===== config.mk =====
export PLATFORM = sky130hd
export DESIGN_NAME = dfsl_top
export DESIGN_NICKNAME = d
export VERILOG_FILES = /design/src/dfsl_pkg.sv /design/src/dfsl_top.sv
export VERILOG_INCLUDE_DIRS = /design/src
export SDC_FILE = /design/constraint.sdc
export NUM_CORES = 1
export LEC_CHECK = 0
export BUFFER_PORTS_ARGS = -buffer_cell sky130_fd_sc_hd__buf_2
export CAP_MARGIN = 5
export CORE_ASPECT_RATIO = 1.4
export CORE_MARGIN = 2
export CORE_UTILIZATION = 51
export CTS_CLUSTER_DIAMETER = 50
export DETAILED_ROUTE_END_ITERATION = 12
export PLACE_DENSITY = 0.81
export SKIP_CTS_REPAIR_TIMING = 1
export SLEW_MARGIN = 10
export SYNTH_ARGS = -nofsm -noshare
export SYNTH_HDL_FRONTEND = slang
export SYNTH_SLANG_ARGS = --single-unit

===== constraint.sdc =====
create_clock -name aclk -period 2.76 [get_ports aclk]
set_clock_uncertainty 0.1 [all_clocks]
set_input_delay 0.414 -clock aclk [delete_from_list [all_inputs] [get_ports aclk]]
set_output_delay 0.414 -clock aclk [all_outputs]
set_load 0.02 [all_outputs]

===== src/dfsl_map.svh =====
/*
 * Offsets, field positions, reset values and fixed codes of the data fault
 * status log. Assumes inclusion by bare name from the design and the checker.
 */
`ifndef DFSL_MAP_SVH
`define DFSL_MAP_SVH

// ----------------------------------------------------------------------
// Register offsets (byte addresses on the 32-bit bus)
// ----------------------------------------------------------------------
`define DFSL_OFF_STATUS_LO   8'h00
`define DFSL_OFF_STATUS_HI   8'h04
`define DFSL_OFF_CTRL        8'h08

// ----------------------------------------------------------------------
// Field positions of the 64-bit status record
// ----------------------------------------------------------------------
`define DFSL_SEL_HI          63
`define DFSL_SEL_LO          62
`define DFSL_IDX_HI          59
`define DFSL_IDX_LO          49
`define DFSL_MARK_BIT        46
`define DFSL_MARKID_HI       45
`define DFSL_MARKID_LO       32
`define DFSL_UNCORR_BIT      31
`define DFSL_BUSERR_BIT      30
`define DFSL_BUSTMO_BIT      29
`define DFSL_BST_HI          27
`define DFSL_BST_LO          26
`define DFSL_NC_BIT          25
`define DFSL_NOTRAP_BIT      24
`define DFSL_ASI_HI          23
`define DFSL_ASI_LO          16
`define DFSL_MISS_BIT        15
`define DFSL_FTYPE_HI        13
`define DFSL_FTYPE_LO        7
`define DFSL_E_BIT           6
`define DFSL_CTX_HI          5
`define DFSL_CTX_LO          4
`define DFSL_OVWR_BIT        1
`define DFSL_VALID_BIT       0

// Writable bit positions; all others read zero.
`define DFSL_DEF_MASK        64'hcffe_7fff_efff_bff3
`define DFSL_RESET_VAL       64'h0000_0000_0000_0000

// ----------------------------------------------------------------------
// Fixed codes
// ----------------------------------------------------------------------
`define DFSL_SEL_FIRST       2'h0
`define DFSL_SEL_SECOND      2'h2
`define DFSL_ASI_PRIMARY     8'h80
`define DFSL_ASI_PRIMARY_LE  8'h88
`define DFSL_ASI_NUCLEUS     8'h04
`define DFSL_ASI_NUCLEUS_LE  8'h0c
`define DFSL_ASI_SIDE_A      8'h15
`define DFSL_ASI_SIDE_B      8'h1d
`define DFSL_CTX_NONTRANS    2'h3

`endif


===== src/dfsl_pkg.sv =====
/*
 * Types of the data fault status log.
 * Assumes dfsl_map.svh is reachable on the include path.
 */
package dfsl_pkg;

    typedef enum logic [1:0] {
        DFSL_EV_NONE  = 2'b00,
        DFSL_EV_MISS  = 2'b01,
        DFSL_EV_EXC   = 2'b10,
        DFSL_EV_ERR   = 2'b11
    } dfsl_ev_t;

    // One fault report from the data translation pipeline.
    typedef struct packed {
        dfsl_ev_t     kind;
        logic         first_parity;
        logic         second_parity;
        logic         second_multihit;
        logic         first_multihit;
        logic [10:0]  first_index;
        logic [10:0]  second_index;
        logic         uncorrectable;
        logic [13:0]  mark_id;
        logic         bus_error;
        logic         bus_timeout;
        logic         noncacheable;
        logic         no_trap_load;
        logic         asi_explicit;
        logic [7:0]   asi;
        logic         trap_level_nz;
        logic         current_little_endian;
        logic [6:0]   fault_type_code;
        logic         side_effect_page;
        logic [1:0]   context_type;
    } dfsl_fault_t;

    typedef struct packed {
        logic [63:0]  status;
        logic         aw_ok;
        logic [7:0]   awaddr;
        logic         w_ok;
        logic [31:0]  wdata;
        logic [3:0]   wstrb;
        logic         bvalid;
        logic [1:0]   bresp;
        logic         rvalid;
        logic [31:0]  rdata;
        logic [1:0]   rresp;
    } dfsl_state_t;

endpackage : dfsl_pkg


===== src/dfsl_top.sv =====
/*
 * Data-side fault status log with an AXI4-Lite register slave.
 * Assumes one fault report per cycle from the translation pipeline, on aclk.
 */
`timescale 1ns/1ps
`include "dfsl_map.svh"


module dfsl_top
    import dfsl_pkg::*;
(
    input  wire logic          aclk,
    input  wire logic          aresetn,
    input  wire dfsl_fault_t   fault,
    input  wire logic [7:0]    s_axi_awaddr,
    input  wire logic [2:0]    s_axi_awprot,
    input  wire logic          s_axi_awvalid,
    output logic               s_axi_awready,
    input  wire logic [31:0]   s_axi_wdata,
    input  wire logic [3:0]    s_axi_wstrb,
    input  wire logic          s_axi_wvalid,
    output logic               s_axi_wready,
    output logic [1:0]         s_axi_bresp,
    output logic               s_axi_bvalid,
    input  wire logic          s_axi_bready,
    input  wire logic [7:0]    s_axi_araddr,
    input  wire logic [2:0]    s_axi_arprot,
    input  wire logic          s_axi_arvalid,
    output logic               s_axi_arready,
    output logic [31:0]        s_axi_rdata,
    output logic [1:0]         s_axi_rresp,
    output logic               s_axi_rvalid,
    input  wire logic          s_axi_rready,
    output logic [63:0]        data_fault_status
);

    localparam logic [1:0] RESP_OKAY   = 2'h0;
    localparam logic [1:0] RESP_SLVERR = 2'h2;

    dfsl_state_t st_r;
    dfsl_state_t st_nxt;

    // ------------------------------------------------------------------
    // Implicit address space identifier
    // ------------------------------------------------------------------
    function automatic logic [7:0] implicit_asi(input logic lvl_nz,
                                                input logic le);
        logic [7:0] v;
        v = 8'h00;
        if (!lvl_nz && !le) begin
            v = `DFSL_ASI_PRIMARY;
        end else if (!lvl_nz) begin
            v = `DFSL_ASI_PRIMARY_LE;
        end else if (!le) begin
            v = `DFSL_ASI_NUCLEUS;
        end else begin
            v = `DFSL_ASI_NUCLEUS_LE;
        end
        return v;
    endfunction : implicit_asi

    // Byte-lane merge of a 32-bit write.
    function automatic logic [31:0] lane_merge(input logic [31:0] old_v,
                                               input logic [31:0] new_v,
                                               input logic [3:0]  strb);
        logic [31:0] m;
        m = old_v;
        for (int i = 0; i < 4; i++) begin
            if (strb[i]) begin
                m[i*8 +: 8] = new_v[i*8 +: 8];
            end
        end
        return m;
    endfunction : lane_merge

    // ------------------------------------------------------------------
    // Fault record capture
    // ------------------------------------------------------------------
    logic [63:0] rec;
    logic [7:0]  asi_used;
    logic        any_buf_err;
    logic        io_err;

    always_comb begin
        rec         = st_r.status;
        asi_used    = fault.asi_explicit ? fault.asi
                      : implicit_asi(fault.trap_level_nz,
                                     fault.current_little_endian);
        any_buf_err = fault.first_parity | fault.second_parity |
                      fault.second_multihit | fault.first_multihit;
        io_err      = fault.uncorrectable | fault.bus_error |
                      fault.bus_timeout;
        if (fault.kind == DFSL_EV_MISS) begin
            rec[`DFSL_MISS_BIT] = 1'b1;
            if (!st_r.status[`DFSL_VALID_BIT]) begin
                rec[`DFSL_ASI_HI:`DFSL_ASI_LO] = asi_used;
                rec[`DFSL_CTX_HI:`DFSL_CTX_LO] = fault.context_type;
            end
        end else if (fault.kind != DFSL_EV_NONE) begin
            rec[`DFSL_OVWR_BIT]  = st_r.status[`DFSL_VALID_BIT];
            rec[`DFSL_VALID_BIT] = 1'b1;
            rec[`DFSL_MISS_BIT]  = 1'b0;
            rec[`DFSL_ASI_HI:`DFSL_ASI_LO] = asi_used;
            rec[`DFSL_CTX_HI:`DFSL_CTX_LO] = fault.context_type;
            rec[`DFSL_NOTRAP_BIT] = fault.no_trap_load;
            if (fault.kind == DFSL_EV_EXC) begin
                rec[`DFSL_FTYPE_HI:`DFSL_FTYPE_LO] =
                    fault.fault_type_code;
            end else begin
                rec[`DFSL_UNCORR_BIT] = fault.uncorrectable;
                rec[`DFSL_MARK_BIT]   = fault.uncorrectable;
                rec[`DFSL_MARKID_HI:`DFSL_MARKID_LO] = fault.mark_id;
                rec[`DFSL_BUSERR_BIT] = fault.bus_error;
                rec[`DFSL_BUSTMO_BIT] = fault.bus_timeout;
                rec[`DFSL_NC_BIT]     = io_err & fault.noncacheable;
                rec[`DFSL_E_BIT]    = io_err &
                    (fault.side_effect_page |
                     asi_used == `DFSL_ASI_SIDE_A |
                     asi_used == `DFSL_ASI_SIDE_B);
                rec[`DFSL_BST_HI] = fault.first_multihit |
                                    fault.second_multihit;
                rec[`DFSL_BST_LO] = fault.first_parity |
                                    fault.second_parity;
                if (any_buf_err) begin
                    if (fault.first_parity) begin
                        rec[`DFSL_SEL_HI:`DFSL_SEL_LO] = `DFSL_SEL_FIRST;
                        rec[`DFSL_IDX_HI:`DFSL_IDX_LO] = fault.first_index;
                    end else if (fault.second_parity) begin
                        rec[`DFSL_SEL_HI:`DFSL_SEL_LO] = `DFSL_SEL_SECOND;
                        rec[`DFSL_IDX_HI:`DFSL_IDX_LO] = fault.second_index;
                    end else if (fault.second_multihit) begin
                        rec[`DFSL_SEL_HI:`DFSL_SEL_LO] = `DFSL_SEL_SECOND;
                        rec[`DFSL_IDX_HI:`DFSL_IDX_LO] = fault.second_index;
                    end else begin
                        rec[`DFSL_SEL_HI:`DFSL_SEL_LO] = `DFSL_SEL_FIRST;
                        rec[`DFSL_IDX_HI:`DFSL_IDX_LO] = fault.first_index;
                    end
                end
            end
        end
    end

    // ------------------------------------------------------------------
    // Bus slave and state update
    // ------------------------------------------------------------------
    logic        wr_go;
    logic        rd_go;
    logic [63:0] sw_val;
    logic [31:0] rd_val;
    logic [1:0]  rd_resp;
    logic [1:0]  wr_resp;

    assign s_axi_awready = !st_r.aw_ok && !st_r.bvalid;
    assign s_axi_wready  = !st_r.w_ok && !st_r.bvalid;
    assign s_axi_arready = !st_r.rvalid;

    always_comb begin
        st_nxt  = st_r;
        wr_go   = 1'b0;
        rd_go   = s_axi_arvalid && !st_r.rvalid;
        sw_val  = st_r.status;
        wr_resp = RESP_OKAY;
        rd_val  = 32'h0000_0000;
        rd_resp = RESP_OKAY;

        if (s_axi_awvalid && s_axi_awready) begin
            st_nxt.aw_ok  = 1'b1;
            st_nxt.awaddr = s_axi_awaddr;
        end
        if (s_axi_wvalid && s_axi_wready) begin
            st_nxt.w_ok  = 1'b1;
            st_nxt.wdata = s_axi_wdata;
            st_nxt.wstrb = s_axi_wstrb;
        end
        wr_go = st_r.aw_ok && st_r.w_ok;
        if (wr_go) begin
            if (st_r.awaddr == `DFSL_OFF_STATUS_LO) begin
                sw_val[31:0] = lane_merge(st_r.status[31:0],
                                          st_r.wdata, st_r.wstrb);
            end else if (st_r.awaddr == `DFSL_OFF_STATUS_HI) begin
                sw_val[63:32] = lane_merge(st_r.status[63:32],
                                           st_r.wdata, st_r.wstrb);
            end else if (st_r.awaddr == `DFSL_OFF_CTRL) begin
                if (st_r.wstrb[0] && st_r.wdata[0]) begin
                    sw_val = `DFSL_RESET_VAL;
                end
            end else begin
                wr_resp = RESP_SLVERR;
            end
            st_nxt.aw_ok  = 1'b0;
            st_nxt.w_ok   = 1'b0;
            st_nxt.bvalid = 1'b1;
            st_nxt.bresp  = wr_resp;
        end
        if (st_r.bvalid && s_axi_bready) begin
            st_nxt.bvalid = 1'b0;
        end

        // A hardware capture in the same cycle outranks a software write.
        if (fault.kind != DFSL_EV_NONE) begin
            st_nxt.status = rec & `DFSL_DEF_MASK;
        end else begin
            st_nxt.status = sw_val & `DFSL_DEF_MASK;
        end

        if (rd_go) begin
            if (s_axi_araddr == `DFSL_OFF_STATUS_LO) begin
                rd_val = st_r.status[31:0];
            end else if (s_axi_araddr == `DFSL_OFF_STATUS_HI) begin
                rd_val = st_r.status[63:32];
            end else if (s_axi_araddr == `DFSL_OFF_CTRL) begin
                rd_val = 32'h0000_0000;
            end else begin
                rd_resp = RESP_SLVERR;
            end
            st_nxt.rvalid = 1'b1;
            st_nxt.rdata  = rd_val;
            st_nxt.rresp  = rd_resp;
        end else if (st_r.rvalid && s_axi_rready) begin
            st_nxt.rvalid = 1'b0;
        end
    end

    always_ff @(posedge aclk) begin
        if (!aresetn) begin
            st_r <= '0;
        end else begin
            st_r <= st_nxt;
        end
    end

    assign s_axi_bvalid      = st_r.bvalid;
    assign s_axi_bresp       = st_r.bresp;
    assign s_axi_rvalid      = st_r.rvalid;
    assign s_axi_rdata       = st_r.rdata;
    assign s_axi_rresp       = st_r.rresp;
    assign data_fault_status = st_r.status;

endmodule : dfsl_top


==> results.ini, run 1 <==
[grt]
grt_pass1_wl_mm=28.9
use_met2=0.400
antenna_found_initial=2
grt.overflow.total=0
busiest_layer=met2
first_global_vias=5676
globalRouteMet1Util=0.329
track_usage=0.253
use_met3=0.0475
grt_max_degree=45

[timing]
hold_viol=0
setup_viol=0
timing.final.crit_share=0.930
setup_ws_ps=194
relSlewSlack=0.519
period_minus_slack_ps=2570
tightestPinTransition_ps=722
drv_slew=0
max_freq_mhz=390
hold_ws_ps=88.8

[layout]
fill_cells=1243
multiInputGateArea_um2=3320
final_area_um2=8210
syn_to_final_growth_pct=17.0
seqCellArea_um2=2720
layout_common_cells=buf_2 (219), dfxtp_1 (136), nand2_1 (132)
layout_commonest_cell=buf_2
drive_above_1_share=0.334
nets=1082

[route]
postRouteAntennaNets=0
drt_iter0_markers=420
dr.pass1.iters=5
post_drt_wl_per_cell_um=16.6
routed_wirelength_mm=18.9
vias_per_cell=5.48
remaining_drc_errors=0
vias=6260

[clock_network]
cts_tree=yes
cts_max_level=4
cts_buffer_depth=2
numCtsBuffers=17
clock-sinks=136
cts.clk_slew.worst_paths_ps=60
insertion_delay_ps=410
root_buffer=clkbuf_16

[setup_path]
cp.arrival_ps=2790
path_max_fanout=12
critPathLaunchType=flop
worstSetupPathType=reg -> reg
cp_data_required_time_ps=2980
cp-end-kind=flop

[place]
gp_congestion=0.891
portBuffers=219
pre_cts_slack_ps=69.7
dp_hpwl_mm=14.1
dpl_cell_area_um2=7590

[floorplan]
die_h_um=143
rows=50
core_um2=13400
ios=238
die-area_um2=14700
start_util=0.524
fp.dieW_um=103

[synthesis]
synthFlopType=dfxtp_1
async_flop_share=0
synth-seq-cells=136
yosysTopAreaCellShare=0.388
synthTopCellsByArea=dfxtp_1 (39%), buf_4 (11%), nand2_1 (7.1%)
syn_area_per_cell_um2=8.44
synth_edf_count=0
synth_area_um2=7020
yosysWarnings=0
synthCells=831
synth.distinct_cells=61
synth.largest_area_cell=dfxtp_1
synth-seq-area-share=0.388

[job]
maxCapViolCount=0

[pwr]
peakVddDrop_v=0.000359
p_leak_nw=3.73
p_per_area_nw_per_um2=652
power_w=0.00535

[status]
run_status=finished, final reports clean

[hold_path]
hold_class=in -> reg

report_power, final:
part	leakage, nW	internal (W)	switching (W)
clock	0.284	0.00138	0.000839
sequential	1.11	0.00209	0.000123
combinational	2.33	0.000368	0.000548
total	3.73	0.00384	0.00151
synthesized netlist by cell type (2+ instances only):
master and count:
a211o_1 6, a211oi_1 27, a211oi_2 8, a21oi_1 57
a22oi_1 47, a311oi_1 4, a31oi_1 4, a32o_1 2
a32oi_1 8, and2_1 4, and3_1 2, and4_1 4
and4b_1 2, buf_1 5, buf_2 6, buf_4 101
clkbuf_1 46, dfxtp_1 136, ha_1 3, inv_1 7
mux2_2 25, mux2i_1 25, nand2_1 132, nand3_1 5
nand4_1 3, nor2_1 86, nor2b_1 3, nor3_1 9
nor4_1 10, o211a_1 6, o211ai_1 2, o21ai_0 4
o2bb2ai_1 11, o31ai_1 2, or2_2 2, or3_1 2
per-layer routing:
layer  vias up  share of wire
met5         -              0
met3        50          0.063
li1       3067              -
met2       277           0.47
met1      2866           0.43
met4         0          0.037
critical path, cell delays in order, from the launching register on:
cell,delay (ps)
dfxtp_1,320
or4_4,540
buf_4,190
or4_1,580
a211oi_2,240
buf_4,220
nor2_1,60
a211oi_1,210
metrics by stage:
stage,utilization,std cells,TNS [ps]
6_report,0.613,1143,0
5_1_grt,0.613,1143,-7.14
4_1_cts,0.611,1140,0
3_5_place_dp,0.567,1108,0
3_3_place_gp,0.567,1108,0
2_1_floorplan,-,841,0
final cells by class:
type,count,share of cell area
tap,182,0.0277
clock buffer,21,0.0561
multi-input combinational,538,0.405
clock inverter,11,0.0148
timing repair buffer,245,0.160
inverter,8,0.00381
sequential,136,0.332
antenna,2,0.000610
cells by family after synthesis:
family,count (synthesis),share of synthesized area
compound gates,198,0.210
fa+ha+maj,3,0.00535
buf+inv,167,0.146
flops,136,0.388
mux,50,0.0758
other cells,1,0.000535
simple gates,276,0.175
sequential cells by signal, indices dropped and copies added (netlist names):
| name | flops |
|---|---|
| st_r | 45 |
| s_axi_rvalid | 1 |
| s_axi_bresp | 1 |
| s_axi_rresp | 1 |
| s_axi_rdata | 31 |
| data_fault_status | 56 |
| s_axi_bvalid | 1 |
final timing paths:
check	start	end	slack, ps	cells after the start
setup / recovery	st_r[75]$_SDFFE_PN0P_	data_fault_status[8]$_SDFFE_PN0P_	190	7
hold / removal	s_axi_rready	s_axi_rvalid$_SDFFE_PN0P_	90	2
setup reg to reg	st_r[75]$_SDFFE_PN0P_	data_fault_status[8]$_SDFFE_PN0P_	190	7
hold reg to reg	st_r[56]$_SDFFE_PN0P_	st_r[56]$_SDFFE_PN0P_	360	2
Power figures use the tool's default switching activity.
==> run 2, diff against run 1 <==
Settings changed: CORE_UTILIZATION 51 to 46, PLACE_DENSITY 0.81 to 0.74.
==> results.ini, run 2 (synthesized netlist as in run 1, its figures left out) <==
[status]
run_status=finished, final reports clean

[grt]
grt.overflow.total=0  ; unchanged
first_global_vias=5702  ; +0.46%
grt_pass1_wl_mm=30.0  ; +3.7%
grt_max_degree=39  ; -13%
antenna_found_initial=3  ; +1
track_usage=0.238  ; -0.0150

[layout]
fill_cells=1455  ; +17%
nets=1082  ; unchanged
final_area_um2=8200  ; -0.11%
layout_common_cells=buf_2 (219), dfxtp_1 (136), nand2_1 (132)
final_util=0.547  ; -0.0660
syn_to_final_growth_pct=16.9
layout_commonest_cell=buf_2
fin_cells=1155  ; +1.0%
drive_above_1_share=0.336  ; +0.00209
largest_register_ffs=56  ; unchanged

[setup_path]
path_max_fanout=16  ; +4
max_stage_delay_ps=660  ; +80 ps
critPathLaunchType=flop
cp_data_required_time_ps=2990  ; about the same
cp.arrival_ps=2840  ; +50 ps
worstSetupPathType=reg -> reg
crit_chain=or4_4 > o41a_4 > a311oi_4 > nor2_1 > a211oi_2
cp_slowest_cell=a311oi_4
cp-end-kind=flop

[timing]
timing.final.crit_share=0.947  ; +0.0172
period_minus_slack_ps=2610  ; +47.4 ps
hold_viol=0  ; unchanged
tns_ps=0  ; unchanged
relSlewSlack=0.486  ; -0.0321
setup_ws_ps=147  ; -47.4 ps
max_freq_mhz=383  ; -1.8%
setup_viol=0  ; unchanged
drv_slew=0  ; unchanged
tightestPinTransition_ps=770  ; +48.2 ps
rsz0062_at_grt=false

[route]
dr.pass1.iters=7  ; +2
routed_wirelength_mm=19.5  ; +2.8%
remaining_drc_errors=0  ; unchanged
post_drt_wl_per_cell_um=16.9  ; +1.8%
drt_iter0_markers=548  ; +30%
vias_per_cell=5.36  ; -2.1%
postRouteAntennaNets=0  ; unchanged
vias=6193  ; -1.1%

[clock_network]
cts.clk_slew.worst_paths_ps=60  ; about the same
cts_buffer_depth=2  ; unchanged
insertion_delay_ps=410  ; about the same
cts_tree=yes
clock-sinks=136  ; unchanged
root_buffer=clkbuf_16
numCtsBuffers=17  ; unchanged
cts_max_level=4  ; unchanged

[pwr]
clockPowerShare=0.417  ; +0.003
p_per_area_nw_per_um2=653  ; +0.26%
seq_power_share=0.414  ; about the same
p_leak_nw=3.72  ; -0.23%
p_int_w=0.00373  ; -2.8%
comb_power_share=0.169  ; -0.002
peakVddDrop_v=0.000362  ; +0.90%
p_switching_w=0.00162  ; +7.6%
netSwitchingFraction=0.303  ; +0.0211

[job]
maxCapViolCount=0  ; unchanged

[floorplan]
ios=238  ; unchanged
rows=53  ; +6.0%
die_h_um=150  ; +5.1%
fp.dieW_um=108  ; +5.1%
die-area_um2=16300  ; +10%
start_util=0.468  ; -0.0559
core_um2=15000  ; +12%

[place]
portBuffers=219  ; unchanged
dp_cells=1119  ; +0.99%
pre_cts_slack_ps=107  ; +37.2 ps
gp_congestion=0.921  ; +3.3%
dpl_cell_area_um2=7600  ; about the same
dp_hpwl_mm=14.6  ; +3.1%

[hold_path]
hold_class=in -> reg

==> run 2: cell count changes in the layout (fill, tap and decap cells not counted) <==
cell / previous run / this run
inv_8: 0 / 5
clkinv_2: 5 / 2
buf_6: 0 / 1
clkinv_4: 1 / 3
buf_4: 24 / 25
bufinv_16: 2 / 1
clkbuf_1: 2 / 0
diode_2: 2 / 4
inv_6: 2 / 3
a211oi_2: 7 / 8
a211oi_4: 1 / 0
buf_12: 2 / 0
clkbuf_8: 2 / 0
==> run 2: per-stage QoR <==
stage | hold WS [ps] | total power [W]
2_1_floorplan | 336 | 0.00292
3_3_place_gp | 345 | 0.00314
5_1_grt | 87.6 | 0.00559
4_1_cts | 90.1 | 0.00539
6_report | 103 | 0.00536
3_5_place_dp | 352 | 0.00315
==> run 2: final cells by class <==
type | instances | area [um2] | share of cell area
diodes | 4 | 10.0 | 0.00122
clock buffers | 17 | 425 | 0.0519
clock inverters | 15 | 159 | 0.0194
inverters | 8 | 31.3 | 0.00382
multi-input cells | 538 | 3310 | 0.404
flip-flops and latches | 136 | 2720 | 0.332
well taps | 192 | 240 | 0.0293
repair buffers | 245 | 1290 | 0.158
==> run 2: final timing paths <==
kind / from / to / slack, ps / cells past startpoint
hold / removal: s_axi_rready / s_axi_rvalid$_SDFFE_PN0P_ / 100 / 2
setup reg to reg: st_r[75]$_SDFFE_PN0P_ / data_fault_status[20]$_SDFFE_PN0P_ / 150 / 5
hold reg to reg: st_r[45]$_SDFFE_PN0P_ / st_r[45]$_SDFFE_PN0P_ / 360 / 2
setup / recovery: st_r[75]$_SDFFE_PN0P_ / data_fault_status[20]$_SDFFE_PN0P_ / 150 / 5
==> run 2: power by group through the flow <==
stage	clock, W	sequential, W	combinational [W]
2_1_floorplan	0	0.00220	0.000717
3_3_place_gp	0	0.00225	0.000887
3_5_place_dp	0	0.00226	0.000898
4_1_cts	0.00227	0.00221	0.000903
5_1_grt	0.00237	0.00223	0.000986
6_report	0.00223	0.00222	0.000904
==> run 2: metal layers <==
layer	part of all wire	routed length, um	track usage
met5	0	0	0
met4	0.022	422	0.0936
met3	0.053	1040	0.0450
met2	0.49	9480	0.390
met1	0.44	8520	0.308
==> run 2: worst max-delay path: cells and delay by family, from the launching register on <==
| kind | cells | cell delay (ps) |
|---|---|---|
| AOI/OAI and AO/OA | 3 | 1430 |
| and+or+nand+nor | 2 | 680 |
| DFF | 1 | 330 |
==> run 3, diff against run 2 <==
Settings changed: PLACE_DENSITY 0.74 to 0.76.
==> results.ini, run 3 (synthesized netlist as in run 1, its figures left out) <==
[pwr]
p_per_area_nw_per_um2=678  ; +3.8%
p_leak_nw=3.75  ; +0.67%
power_w=0.00560  ; +4.5%
peakVddDrop_v=0.000417  ; +15%

[timing]
period_minus_slack_ps=2580  ; -33.1 ps
timing.final.crit_share=0.935  ; -0.0120
max_freq_mhz=388  ; +1.3%
drv_slew=0  ; unchanged
tns_ps=0  ; unchanged
tightestPinTransition_ps=769  ; -1.10 ps
setup_viol=0  ; unchanged
hold_viol=0  ; unchanged
rsz0062_at_grt=false
relSlewSlack=0.486  ; about the same

[floorplan]
core_um2=15000  ; unchanged
start_util=0.468  ; unchanged
die_h_um=150  ; unchanged
die-area_um2=16300  ; unchanged
ios=238  ; unchanged
rows=53  ; unchanged
fp.dieW_um=108  ; unchanged

[clock_network]
insertion_delay_ps=410  ; about the same
clock-sinks=136  ; unchanged
cts.clk_slew.worst_paths_ps=60  ; about the same
cts_buffer_depth=2  ; unchanged
cts_tree=yes
root_buffer=clkbuf_16
numCtsBuffers=17  ; unchanged
cts_max_level=4  ; unchanged

[hold_path]
hold_class=in -> reg

[grt]
grt_max_degree=39  ; unchanged
use_met2=0.388  ; -0.00189
busiest_layer=met2
grt.overflow.total=0  ; unchanged
track_usage=0.239  ; +0.00176
grt_pass1_wl_mm=30.2  ; +0.71%
antenna_found_initial=2  ; -1
globalRouteMet1Util=0.305  ; -0.00220
first_global_vias=5819  ; +2.1%
use_met3=0.0463  ; +0.00130

[setup_path]
critPathLaunchType=flop
crit_start=st_r[83]$_SDFFE_PP0P_
cp_slowest_cell=a211oi_2
critPathBufInv=0  ; unchanged
cp_data_required_time_ps=2990  ; about the same
path_max_fanout=8  ; -8
r2r_start=st_r[83]$_SDFFE_PP0P_
cp_num_cells=5  ; unchanged
worstSetupPathType=reg -> reg
cp.arrival_ps=2810  ; -30 ps
ff2ff_setup_slack_ps=180  ; +30 ps
reg2reg_to=data_fault_status[46]$_SDFFE_PN0P_
crit_chain=nor4bb_1 > o211ai_1 > a211oi_2 > nor2_1 > a211oi_1
cp_top_family=compound AO/OA/AOI/OAI gates
crit_end=data_fault_status[46]$_SDFFE_PN0P_
cp-end-kind=flop
r2r_cells=5  ; unchanged
max_stage_delay_ps=750  ; +90 ps

[layout]
largest_register_ffs=56  ; unchanged
layout_commonest_cell=buf_2
nets=1081  ; -0.092%
layout_common_cells=buf_2 (219), dfxtp_1 (136), nand2_1 (132)
drive_above_1_share=0.334  ; -0.00174
syn_to_final_growth_pct=17.7
final_util=0.551  ; +0.00384

[route]
dr.pass1.iters=5  ; -2
post_drt_wl_per_cell_um=17.1  ; +1.5%
routed_wirelength_mm=19.7  ; +1.4%
remaining_drc_errors=0  ; unchanged
drt_iter0_markers=576  ; +5.1%
vias=6376  ; +3.0%
vias_per_cell=5.53  ; +3.1%
postRouteAntennaNets=0  ; unchanged

[place]
dp_hpwl_mm=14.7  ; +0.79%
portBuffers=219  ; unchanged
gp_congestion=0.926  ; +0.59%

[job]
maxCapViolCount=0  ; unchanged

[status]
run_status=finished, final reports clean

-- run 3: changes by cell type in the layout (fill, tap and decap cells not counted) --
| cell | previous run | this run |
|---|---|---|
| bufinv_16 | 1 | 4 |
| inv_8 | 5 | 3 |
| buf_12 | 0 | 1 |
| buf_4 | 25 | 24 |
| buf_6 | 1 | 0 |
| clkbuf_1 | 0 | 1 |
| clkinv_2 | 2 | 1 |
| clkinvlp_4 | 2 | 1 |
| diode_2 | 4 | 3 |
-- run 3: worst min-delay path by stage --
stage | start | end | depth (start not counted)
floorplan | st_r[44]$_SDFFE_PN0P_ | st_r[44]$_SDFFE_PN0P_ | 2
global placement | st_r[45]$_SDFFE_PN0P_ | st_r[45]$_SDFFE_PN0P_ | 2
detailed placement | st_r[45]$_SDFFE_PN0P_ | st_r[45]$_SDFFE_PN0P_ | 2
CTS | s_axi_rready | s_axi_rvalid$_SDFFE_PN0P_ | 2
global route | s_axi_rready | s_axi_rvalid$_SDFFE_PN0P_ | 2
finish | s_axi_rready | s_axi_rvalid$_SDFFE_PN0P_ | 2
-- run 3: report_power, final --
group | switching (W) | internal (W)
Combinational | 0.000550 | 0.000361
Clock | 0.000923 | 0.00154
Sequential | 0.000126 | 0.00209
Total | 0.00160 | 0.00400
-- run 3: area by class of cell --
| cell class | count | area [um2] |
|---|---|---|
| clock buffer | 18 | 429 |
| antenna | 3 | 7.51 |
| fill | 1381 | 6730 |
| timing repair buffer | 244 | 1300 |
| multi-input combinational | 538 | 3310 |
| sequential | 136 | 2720 |
| inverter | 8 | 31.3 |
| tap | 192 | 240 |
| clock inverter | 14 | 214 |
-- run 3: layer usage --
metal,part of all wire,vias to the layer above,wire length [um]
met4,0.036,0,708
met1,0.43,3012,8420
met5,0,-,0
met2,0.48,246,9450
li1,-,3070,-
met3,0.058,48,1140
-- run 3: per-stage QoR --
step / hold WS (ps) / setup WS [ps] / cells / cell area [um2]
global placement: 344 / 274 / 1118 / 7600
detailed placement: 363 / 234 / 1118 / 7600
CTS: 67.1 / 276 / 1150 / 8250
finish: 86.5 / 180 / 1153 / 8260
floorplan: 336 / 194 / 841 / 7050
global route: 68.2 / 55.1 / 1152 / 8250
